[config.mk]
export PLATFORM = sky130hd
export DESIGN_NAME = sensor_offset_stop
export DESIGN_NICKNAME = d
export VERILOG_FILES = /design/src/inc/sensor_offset_pkg.sv /design/src/rtl/sensor_offset_stop.sv
export VERILOG_INCLUDE_DIRS = /design/src /design/src/inc
export SDC_FILE = /design/constraint.sdc
export NUM_CORES = 1
export LEC_CHECK = 0
export BUFFER_PORTS_ARGS = -buffer_cell sky130_fd_sc_hd__buf_4
export CELL_PAD_IN_SITES_DETAIL_PLACEMENT = 1
export CELL_PAD_IN_SITES_GLOBAL_PLACEMENT = 2
export CORE_MARGIN = 5
export CORE_UTILIZATION = 35
export DETAILED_ROUTE_END_ITERATION = 7
export GPL_TIMING_DRIVEN = 0
export PLACE_DENSITY_LB_ADDON = 0.1
export SETUP_SLACK_MARGIN = 0.1
export SYNTH_ARGS = -nofsm -noshare
export SYNTH_HDL_FRONTEND = slang
export SYNTH_SLANG_ARGS = --single-unit
export TNS_END_PERCENT = 100
[constraint.sdc]
create_clock -name CLK_I -period 5.15 [get_ports CLK_I]
set_clock_uncertainty 0.2 [all_clocks]
set_input_delay 1.03 -clock CLK_I [delete_from_list [all_inputs] [get_ports CLK_I]]
set_output_delay 1.03 -clock CLK_I [all_outputs]
set_load 0.01 [all_outputs]
[src/inc/sensor_offset_consts.svh]
`ifndef SENSOR_OFFSET_CONSTS_SVH
`define SENSOR_OFFSET_CONSTS_SVH
// ----------------------------------------
// register map (word offsets)
// ----------------------------------------
`define SOS_ADDR_W          4
`define SOS_REG_DISTANCE    4'h0
`define SOS_REG_VELOCITY    4'h1
`define SOS_REG_POS_LIMIT   4'h2
`define SOS_REG_VEL_LIMIT   4'h3
`define SOS_REG_CONTROL     4'h4
`define SOS_REG_STATUS      4'h5
`define SOS_REG_LATCH_POS   4'h6
`define SOS_REG_NV_DIST     4'h7
// ----------------------------------------
// fields and values
// ----------------------------------------
`define SOS_DATA_W          32
`define SOS_CTL_SAVE_BIT    0
`define SOS_ACTION_W        2
`define SOS_ACTION_OFFSET   2'h2
`define SOS_DIST_FACTORY    32'h0000_0000
`define SOS_VEL_FACTORY     32'h0000_03E8
`define SOS_VEL_MIN         32'h0000_0001
`define SOS_POS_LIMIT_RST   32'h7FFF_FFFF
`define SOS_VEL_LIMIT_RST   32'h000F_4240
`endif

[src/inc/sensor_offset_pkg.sv]
package sensor_offset_pkg;
  typedef enum logic [2:0] {
    ST_IDLE,
    ST_RUN,
    ST_OFFSET,
    ST_DECEL,
    ST_DONE
  } motion_state_t;
endpackage

[src/rtl/sensor_offset_stop.sv]
// Notes on behaviour
// - offset distance accepts 0 up to the position limit and can be read and written.
// - a written offset distance is used by motion control from the next cycle.
// - at power up the offset distance is loaded from the last saved copy.
// - with nothing ever saved the offset distance starts at zero.
// - in a continuous move with offset mode the axis stops the offset distance past the sensor.
// - on sensor detection speed changes to the offset velocity, then decelerates to rest.
// - offset velocity accepts 0.001 up to the velocity limit and takes effect from the next cycle.
`include "sensor_offset_consts.svh"
module sensor_offset_stop
(
  // clock and reset
  input  wire logic                       CLK_I,
  input  wire logic                       RST_I,
  // register port
  input  wire logic [`SOS_ADDR_W-1:0]     ADDR_I,
  input  wire logic [`SOS_DATA_W-1:0]     WDATA_I,
  input  wire logic                       WR_I,
  input  wire logic                       RD_I,
  output logic      [`SOS_DATA_W-1:0]     RDATA_O,
  // nonvolatile copy of the distance
  input  wire logic                       NV_VALID_I,
  input  wire logic [`SOS_DATA_W-1:0]     NV_DIST_I,
  output logic                            NV_SAVE_O,
  output logic      [`SOS_DATA_W-1:0]     NV_DATA_O,
  // motion side
  input  wire logic                       MOVE_POS_I,
  input  wire logic                       MOVE_NEG_I,
  input  wire logic [`SOS_ACTION_W-1:0]   ACTION_SEL_I,
  input  wire logic                       SENSOR_ASSIGNED_I,
  input  wire logic                       SENSOR_I,
  input  wire logic signed [`SOS_DATA_W-1:0] AXIS_POS_I,
  input  wire logic                       AXIS_STOPPED_I,
  output logic                            SPEED_CHANGE_O,
  output logic      [`SOS_DATA_W-1:0]     SPEED_O,
  output logic                            DECEL_STOP_O,
  output logic                            OFFSET_DONE_O
);

  // ----------------------------------------
  // sensor synchroniser
  // ----------------------------------------
  logic sens_m_q;
  logic sens_s_q;
  logic sens_p_q;
  logic sens_m_d;
  logic sens_s_d;
  logic sens_p_d;

  always_comb
  begin
    sens_m_d = SENSOR_I;
    sens_s_d = sens_m_q;
    sens_p_d = sens_s_q;
  end

  always_ff @(posedge CLK_I)
  begin
    if (RST_I)
    begin
      sens_m_q <= 1'b0;
      sens_s_q <= 1'b0;
      sens_p_q <= 1'b0;
    end
    else
    begin
      sens_m_q <= sens_m_d;
      sens_s_q <= sens_s_d;
      sens_p_q <= sens_p_d;
    end
  end

  wire logic sens_rise = sens_s_q & ~sens_p_q;

  // ----------------------------------------
  // parameters
  // ----------------------------------------
  logic [`SOS_DATA_W-1:0] dist_q;
  logic [`SOS_DATA_W-1:0] dist_d;
  logic [`SOS_DATA_W-1:0] vel_q;
  logic [`SOS_DATA_W-1:0] vel_d;
  logic [`SOS_DATA_W-1:0] plim_q;
  logic [`SOS_DATA_W-1:0] plim_d;
  logic [`SOS_DATA_W-1:0] vlim_q;
  logic [`SOS_DATA_W-1:0] vlim_d;
  logic                   boot_q;
  logic                   boot_d;
  logic                   save_q;
  logic                   save_d;
  logic [`SOS_DATA_W-1:0] rdata_q;
  logic [`SOS_DATA_W-1:0] rdata_d;

  // ----------------------------------------
  // motion state
  // ----------------------------------------
  sensor_offset_pkg::motion_state_t st_q;
  sensor_offset_pkg::motion_state_t st_d;
  logic [`SOS_DATA_W-1:0] latch_q;
  logic [`SOS_DATA_W-1:0] latch_d;
  logic [`SOS_DATA_W-1:0] stop_dist_q;
  logic [`SOS_DATA_W-1:0] stop_dist_d;
  logic                   chg_q;
  logic                   chg_d;
  logic                   decel_q;
  logic                   decel_d;
  logic                   done_q;
  logic                   done_d;
  logic                   dir_neg_q;
  logic                   dir_neg_d;

  wire logic wr_hit_dist = WR_I && (ADDR_I == `SOS_REG_DISTANCE);

  logic [`SOS_DATA_W-1:0] travelled;
  logic                   offset_ok;
  logic                   moving;

  always_comb
  begin
    dist_d  = dist_q;
    vel_d   = vel_q;
    plim_d  = plim_q;
    vlim_d  = vlim_q;
    boot_d  = 1'b0;
    save_d  = 1'b0;
    rdata_d = '0;
    // saved copy replaces runtime value once, right after reset
    if (boot_q)
    begin
      dist_d = NV_VALID_I ? NV_DIST_I : `SOS_DIST_FACTORY;
    end
    else if (WR_I)
    begin
      case (ADDR_I)
        // out-of-range writes are dropped, old value stays
        `SOS_REG_DISTANCE:
          if (WDATA_I <= plim_q)
            dist_d = WDATA_I;
        `SOS_REG_VELOCITY:
          if (WDATA_I >= `SOS_VEL_MIN && WDATA_I <= vlim_q)
            vel_d = WDATA_I;
        `SOS_REG_POS_LIMIT: plim_d = WDATA_I;
        `SOS_REG_VEL_LIMIT: vlim_d = WDATA_I;
        `SOS_REG_CONTROL:   save_d = WDATA_I[`SOS_CTL_SAVE_BIT];
        default: ;
      endcase
    end
    if (RD_I)
    begin
      case (ADDR_I)
        `SOS_REG_DISTANCE:  rdata_d = dist_q;
        `SOS_REG_VELOCITY:  rdata_d = vel_q;
        `SOS_REG_POS_LIMIT: rdata_d = plim_q;
        `SOS_REG_VEL_LIMIT: rdata_d = vlim_q;
        `SOS_REG_STATUS:    rdata_d = {28'h0, offset_ok, (st_q == sensor_offset_pkg::ST_DONE),
                                       decel_q, chg_q};
        `SOS_REG_LATCH_POS: rdata_d = latch_q;
        `SOS_REG_NV_DIST:   rdata_d = NV_VALID_I ? NV_DIST_I : `SOS_DIST_FACTORY;
        default:            rdata_d = '0;
      endcase
    end
  end

  always_comb
  begin
    offset_ok   = (ACTION_SEL_I == `SOS_ACTION_OFFSET) && SENSOR_ASSIGNED_I;
    moving      = MOVE_POS_I ^ MOVE_NEG_I;
    travelled   = dir_neg_q ? (latch_q - AXIS_POS_I) : (AXIS_POS_I - latch_q);
    st_d        = st_q;
    latch_d     = latch_q;
    stop_dist_d = stop_dist_q;
    dir_neg_d   = dir_neg_q;
    chg_d       = 1'b0;
    decel_d     = decel_q;
    done_d      = 1'b0;
    case (st_q)
      sensor_offset_pkg::ST_IDLE:
        if (moving && offset_ok)
        begin
          dir_neg_d = MOVE_NEG_I;
          st_d      = sensor_offset_pkg::ST_RUN;
        end
      sensor_offset_pkg::ST_RUN:
        if (!moving)
          st_d = sensor_offset_pkg::ST_IDLE;
        else if (sens_rise)
        begin
          latch_d     = AXIS_POS_I;
          stop_dist_d = wr_hit_dist && WDATA_I <= plim_q ? WDATA_I : dist_q;
          chg_d       = 1'b1;
          st_d        = sensor_offset_pkg::ST_OFFSET;
        end
      sensor_offset_pkg::ST_OFFSET:
      begin
        // distance written mid-move still counts at once
        if (dist_d != dist_q)
          stop_dist_d = dist_d;
        // a move dropped before the target abandons the offset stop, else it hangs here
        if (!moving)
          st_d = sensor_offset_pkg::ST_IDLE;
        else if (travelled >= stop_dist_q)
        begin
          decel_d = 1'b1;
          st_d    = sensor_offset_pkg::ST_DECEL;
        end
      end
      sensor_offset_pkg::ST_DECEL:
        if (AXIS_STOPPED_I)
        begin
          decel_d = 1'b0;
          done_d  = 1'b1;
          st_d    = sensor_offset_pkg::ST_DONE;
        end
      sensor_offset_pkg::ST_DONE:
        if (!moving)
          st_d = sensor_offset_pkg::ST_IDLE;
      default:
        st_d = sensor_offset_pkg::ST_IDLE;
    endcase
  end

  always_ff @(posedge CLK_I)
  begin
    if (RST_I)
    begin
      dist_q      <= `SOS_DIST_FACTORY;
      vel_q       <= `SOS_VEL_FACTORY;
      plim_q      <= `SOS_POS_LIMIT_RST;
      vlim_q      <= `SOS_VEL_LIMIT_RST;
      boot_q      <= 1'b1;
      save_q      <= 1'b0;
      rdata_q     <= '0;
      st_q        <= sensor_offset_pkg::ST_IDLE;
      latch_q     <= '0;
      stop_dist_q <= '0;
      chg_q       <= 1'b0;
      decel_q     <= 1'b0;
      done_q      <= 1'b0;
      dir_neg_q   <= 1'b0;
    end
    else
    begin
      dist_q      <= dist_d;
      vel_q       <= vel_d;
      plim_q      <= plim_d;
      vlim_q      <= vlim_d;
      boot_q      <= boot_d;
      save_q      <= save_d;
      rdata_q     <= rdata_d;
      st_q        <= st_d;
      latch_q     <= latch_d;
      stop_dist_q <= stop_dist_d;
      chg_q       <= chg_d;
      decel_q     <= decel_d;
      done_q      <= done_d;
      dir_neg_q   <= dir_neg_d;
    end
  end

  // ----------------------------------------
  // outputs
  // ----------------------------------------
  assign RDATA_O        = rdata_q;
  assign NV_SAVE_O      = save_q;
  assign NV_DATA_O      = dist_q;
  assign SPEED_CHANGE_O = chg_q;
  assign SPEED_O        = vel_q;
  assign DECEL_STOP_O   = decel_q;
  assign OFFSET_DONE_O  = done_q;

endmodule

-- Word-level counts from Yosys, hierarchy flattened
Index checks and enable logic that the tools add are counted.
- $add $sub $neg: 2
- magnitude comparators: 4
- equality and inequality tests: 23
- muxes and demuxes: 27
- bitwise operators: 10
- reductions and logical operators: 21
- operators with widths (kind ; number):
    $mux 32 ; 10
    $pmux 32 s7 ; 1
    $le 32x32->1 ; 2
    $pmux 32 s2 ; 1
    $sub 32x32->32 ; 2
    $ge 32x1->1 const B ; 1
    $ge 32x32->1 ; 1
    $ne 32x32->1 ; 1
    $mux 3 ; 7
    $eq 4x3->1 const B ; 4
    $ne 2x2->1 const B ; 8
    $pmux 3 s5 ; 1
    $reduce_and 4->1 ; 3
    $reduce_and 3->1 ; 3
    $eq 4x2->1 const B ; 2
    $not 1->1 ; 8
    $eq 3x2->1 const B ; 2
    $mux 1 ; 6
    $ne 3x3->1 const B ; 2
    $logic_and 1x1->1 ; 5
    $reduce_and 5->1 ; 1
    $eq 4x1->1 const B ; 1
    $logic_not 4->1 ; 1
    $reduce_bool 2->1 ; 2
    11 further kinds ; 12
- flip-flop bits (word level): 236
- output and inout bits: 100

-- Logic depth before layout (Yosys ltp)
- depth in word-level cells: 8
- depth in mapped cells: 21
- depth with buffers taken out: 21

-- Worst setup path after synthesis
Ideal clock, no wire load.
- path kind: input to register
- start point: input port AXIS_POS_I[5]
- end point: register st_q[0]
- library setup time: 0.101 ns
- data arrival time: 4.412 ns
- slack: 0.437 ns
- cell stages on the path: 18
- path buffers: 1
- path through: inv_1 ha_1 buf_2 nand4_1 or3_1 a31oi_1 o21ba_2 o221ai_1 a2111oi_0 nor4b_1 a211o_1 ha_1 a21oi_1 o21a_1 o21ai_0 o2bb2ai_1 a21oi_1 o41ai_1
- word-level cells in the longest chain between the ends: 5
- elaborated cells on any way between the ends: 6
- classes of those cells: add/sub (2); order compare (1); eq/ne (1); mux (1); reduce/logical (1)
- ends and longest elaborated chain (item ; RTL line ; RTL):
    start, declared ; sensor_offset_stop.sv:32 ; input wire logic signed [`SOS_DATA_W-1:0] AXIS_POS_I,
    $sub 32x32->32 ; sensor_offset_stop.sv:167 ; travelled = dir_neg_q ? (latch_q - AXIS_POS_I) : (AXIS_POS_I - latch_q);
    $mux 32 * ; sensor_offset_stop.sv:167 ;
    $ge 32x32->1 * ; sensor_offset_stop.sv:200 ; else if (travelled >= stop_dist_q)
    $ne 3x3->1 (no line) * ; -- ;
    $reduce_and 5->1 (no line) * ; -- ;
    end signal, assigned ; sensor_offset_stop.sv:232 ; st_q <= sensor_offset_pkg::ST_IDLE;
    end signal, assigned ; sensor_offset_stop.sv:249 ; st_q <= st_d;
    end, declared ; sensor_offset_stop.sv:96 ; sensor_offset_pkg::motion_state_t st_q;
Every way passes the cells marked *; elsewhere a longest branch is shown, timed or not.
A chain may end at the register's enable or synchronous reset.

-- Worst setup path in the final report
- start point: input port AXIS_POS_I[0]
- end point: register st_q[0]
The elaborated chain is that of the path after synthesis.

==> summary.json <==
{
  "final_cell_area": {"value": 0.02062, "unit": "mm2"},
  "period_share": {"value": 0.9393},
  "clock-sinks": {"value": 236},
  "worst_hold_path.num_cells": {"value": 1},
  "logic_depth_of_the_worst_path_buffers_included": {"value": 22},
  "crit_path_cell_trace": {"value": "buf_4 > inv_1 > ha_1 > inv_1 > fa_1 > a21o_1 > a21o_1 > a21o_1 > o221a_2 > a21oi_2 > o21ai_1 > a21oi_1 > xnor2_1 > ha_1 > a21o_1 > a21o_1 > a21oi_1 > o21a_1 > o21ai_2 > o2bb2ai_1 > a21oi_1 > o41ai_1"},
  "dp_slack": {"value": -1378, "unit": "ps"},
  "floorplan.initialDensity": {"value": 0.3523},
  "cts_setup_buffers": {"value": 0},
  "num_vias": {"value": 17973},
  "synth.area.top_cells": {"value": "sky130_fd_sc_hd__dfxtp_1 28%, sky130_fd_sc_hd__ha_1 12%, sky130_fd_sc_hd__mux2i_1 6.0%, sky130_fd_sc_hd__nand2_1 5.8%, sky130_fd_sc_hd__a21oi_1 5.4%"},
  "grt_pass1_wl": {"value": 119.1, "unit": "mm"},
  "layout.filler_cells": {"value": 5961},
  "number_of_synthesized_flops_with_an_enable_pin": {"value": 0},
  "critical_path_arrival": {"value": 5140, "unit": "ps"},
  "yosysWarnings": {"value": 0},
  "relative_slew_slack": {"value": 0.06725},
  "drive_gt1_frac": {"value": 0.1221},
  "timing.final.hold_violations": {"value": 0},
  "clk_transition_reported_paths": {"value": 60, "unit": "ps"},
  "r2r.worst_path.cells": {"value": 20},
  "rsz_0062_raised_after_global_routing": {"value": "false"},
  "portBuffers": {"value": 210},
  "syn-num-nets": {"value": 2472},
  "finalWorstPathRequiredPeriod": {"value": 4837, "unit": "ps"},
  "clkLatencyLatePin": {"value": 620, "unit": "ps"},
  "ys.flop_type": {"value": "sky130_fd_sc_hd__dfxtp_1"},
  "fmaxAchievable": {"value": 206.7, "unit": "MHz"},
  "design.final.nets": {"value": 2715},
  "pwr_density_cell": {"value": 245.3, "unit": "mW/mm2"},
  "die_span_x": {"value": 231.3, "unit": "um"},
  "post_synthesis_average_cell_area": {"value": 7.791, "unit": "um2"},
  "layout-area-overhead-vs-synth": {"value": 20.32, "unit": "%"},
  "worst_path_max_delay_cell": {"value": "sky130_fd_sc_hd__fa_1"},
  "tightestPinTransition": {"value": 1386, "unit": "ps"},
  "cts_max_path_buffers": {"value": 3},
  "coreArea": {"value": 0.04865, "unit": "mm2"},
  "max_stage_delay": {"value": 390, "unit": "ps"},
  "route.detailed.wl_per_inst": {"value": 26.43, "unit": "um"},
  "gp_weighted_congestion": {"value": 0.9527},
  "cpLargestDelayFamily": {"value": "compound AO/OA/AOI/OAI gates"},
  "drt_iter0_markers": {"value": 1596},
  "viasPerCell": {"value": 5.818},
  "worst_setup_path_end_kind": {"value": "register"},
  "placement_rows": {"value": 81},
  "groute.usage.overall": {"value": 0.2938},
  "timing.critical_path.mode_cell": {"value": "sky130_fd_sc_hd__a21o_1"},
  "remaining_drc_errors": {"value": 0},
  "globalRouteOverflowTotal": {"value": 0},
  "status": {"value": "finished clean"},
  "tritoncts": {"value": "yes"},
  "synth.top_cells.by_count": {"value": "264 x sky130_fd_sc_hd__nand2_1, 236 x sky130_fd_sc_hd__dfxtp_1, 186 x sky130_fd_sc_hd__a21oi_1"},
  "report.final.slew_viol_count": {"value": 0},
  "netlist_instances": {"value": 2200},
  "critical_path_buf_inv_count": {"value": 3},
  "final-setup-viol-count": {"value": 0},
  "cp-start-kind": {"value": "input port"},
  "cts_root_buf": {"value": "sky130_fd_sc_hd__clkbuf_16"},
  "seq_area_frac_synth": {"value": 0.2756},
  "critical_path.max_fanout": {"value": 3},
  "min_path_type": {"value": "reg -> reg"},
  "instance_area_after_placement": {"value": 0.01949, "unit": "mm2"},
  "yosys.cell_count.top_type": {"value": "sky130_fd_sc_hd__nand2_1"},
  "area_enclosed_by_the_die_boundary": {"value": 0.05350, "unit": "mm2"},
  "dp.final_hpwl": {"value": 64.98, "unit": "mm"},
  "grt_max_degree": {"value": 17},
  "cts-htree-levels": {"value": 1},
  "antenna_violations_before_repair": {"value": 2},
  "postSynth.asyncResetShare": {"value": 0},
  "static-leakage-power": {"value": 8.459, "unit": "nW"},
  "path_class": {"value": "in -> reg"},
  "synth-seq-cells": {"value": 236},
  "drt_pass1_iterations": {"value": 5},
  "synthesis.area": {"value": 0.01714, "unit": "mm2"},
  "total_cts_buffers": {"value": 31},
  "peakVddDrop": {"value": 0.2495, "unit": "mV"},
  "number_of_global_route_vias_before_repair": {"value": 18169},
  "ios": {"value": 212},
  "final_critical_path_setup_slack": {"value": 312.8, "unit": "ps"},
  "maxCapViolCount": {"value": 0},
  "yosys.area.top_type": {"value": "sky130_fd_sc_hd__dfxtp_1"},
  "critical_path_required": {"value": 5450, "unit": "ps"},
  "die_h": {"value": 231.3, "unit": "um"},
  "post_synth_top_area_share": {"value": 0.2756},
  "antenna_violating_nets_post_route": {"value": 0},
  "sum_of_routed_wire_length_over_all_layers": {"value": 81.65, "unit": "mm"},
  "post_synth_num_cell_types": {"value": 62}
}
-- final timing paths --
check	slack [ps]	to	startpoint
worst min register to register	270	sens_p_q	sens_p_d
worst max-delay path	310	st_q[0]	AXIS_POS_I[0]
worst min-delay path	270	sens_p_q	sens_p_d
worst max register to register	330	st_q[0]	latch_q[0]
-- area by class of cell --
type	count	area, um2	area share
clock buffers	42	877.1	0.04253
well taps	622	778.2	0.03774
diodes	2	5.005	0.0002427
clock inverters	13	160.2	0.007766
flip-flops and latches	236	4725	0.2291
inverters	182	683.2	0.03313
multi-input cells	1635	11220	0.5442
plain buffers	147	595.6	0.02888
repair buffers	210	1577	0.07645
-- metrics by stage --
step | utilization | hold WS, ps | total power [mW] | TNS, ps | cells
after CTS | 0.4227 | 270.2 | 5.078 | 0 | 3087
after floorplan | - | 213.8 | 2.388 | 0 | 2200
final | 0.4239 | 270.5 | 5.058 | 0 | 3089
after global routing | 0.4238 | 276.9 | 5.248 | 0 | 3087
after detailed placement | 0.4007 | 248.0 | 2.795 | -2523 | 3032
after global placement | 0.4007 | 232.8 | 2.773 | -2342 | 3032
-- flip-flops by register name, summed over array words and instances (netlist names) --
| name | count |
|---|---|
| stop_dist_q | 32 |
| DECEL_STOP_O | 1 |
| RDATA_O | 32 |
| SPEED_O | 32 |
| NV_DATA_O | 32 |
| sens_p_q | 1 |
| boot_q | 1 |
| sens_m_q | 1 |
| OFFSET_DONE_O | 1 |
| dir_neg_q | 1 |
| sens_p_d | 1 |
| vlim_q | 32 |
| latch_q | 32 |
| st_q | 3 |
| NV_SAVE_O | 1 |
| plim_q | 32 |
| SPEED_CHANGE_O | 1 |
-- power breakdown --
group | switching (mW) | internal, mW | total [mW]
logic | 0.560 | 0.332 | 0.893
clock network | 0.936 | 1.34 | 2.27
registers | 0.0428 | 1.85 | 1.89
-- layer usage --
layer / vias up / track usage / part of all wire
li1: 8272 / - / -
met1: 8899 / 0.4183 / 0.46
met2: 676 / 0.4470 / 0.43
met3: 126 / 0.04925 / 0.073
met4: 0 / 0.1083 / 0.041
met5: - / 0 / 0
-- layout by cell type (no fill, tap or decap), types with 6 or more instances in the layout --
cell                        synthesis  routed
sky130_fd_sc_hd__a211o_1           35      35
sky130_fd_sc_hd__a211oi_1          14      12
sky130_fd_sc_hd__a21o_1            53      53
sky130_fd_sc_hd__a21oi_1          186     184
sky130_fd_sc_hd__a22oi_1           71      70
sky130_fd_sc_hd__a31oi_1           35      34
sky130_fd_sc_hd__a32oi_1           33      33
sky130_fd_sc_hd__buf_2              5       6
sky130_fd_sc_hd__buf_4              3     213
sky130_fd_sc_hd__clkbuf_1         133     136
sky130_fd_sc_hd__clkbuf_16          0      31
sky130_fd_sc_hd__clkbuf_8           0       6
sky130_fd_sc_hd__clkinv_2           0       7
sky130_fd_sc_hd__dfxtp_1          236     236
sky130_fd_sc_hd__ha_1             158     158
sky130_fd_sc_hd__inv_1            181     181
sky130_fd_sc_hd__mux2i_1          103     103
sky130_fd_sc_hd__nand2_1          264     264
sky130_fd_sc_hd__nand2b_1          92      92
sky130_fd_sc_hd__nand3_1           49      49
sky130_fd_sc_hd__nand3b_1          41      41
sky130_fd_sc_hd__nand4_1           41      41
sky130_fd_sc_hd__nor2_1            99      98
sky130_fd_sc_hd__nor2b_1           19      19
sky130_fd_sc_hd__nor3_1            20      17
sky130_fd_sc_hd__nor4_1            17      17
sky130_fd_sc_hd__o211ai_1          21      21
sky130_fd_sc_hd__o21a_1            36      36
sky130_fd_sc_hd__o21ai_0           75      73
sky130_fd_sc_hd__o21bai_1          15      15
sky130_fd_sc_hd__o31ai_1           13      13
sky130_fd_sc_hd__xnor2_1           46      46
sky130_fd_sc_hd__xor2_1            30      30
-- what timing repair did --
item / 4_1_cts / 5_1_grt
pin swaps: 0 / 2
hold buffers: 0 / 0
resized for setup: 7 / 17
setup endpoints to repair: 2 / 2
gates cloned: 0 / 0
-- kinds of logic (layout without fill, tap and decap cells) --
| logic type | count (synthesis) | after routing | synth area share |
|---|---|---|---|
| simple gates | 670 | 670 | 0.1913 |
| compound gates | 624 | 624 | 0.2407 |
| buf+inv | 329 | 594 | 0.07438 |
| flops | 236 | 236 | 0.2756 |
| fa+ha+maj | 160 | 160 | 0.1177 |
| mux | 105 | 105 | 0.06146 |
| xor+xnor | 76 | 76 | 0.03884 |
| other cells | 0 | 2 | 0 |
Power figures use the tool's default switching activity.
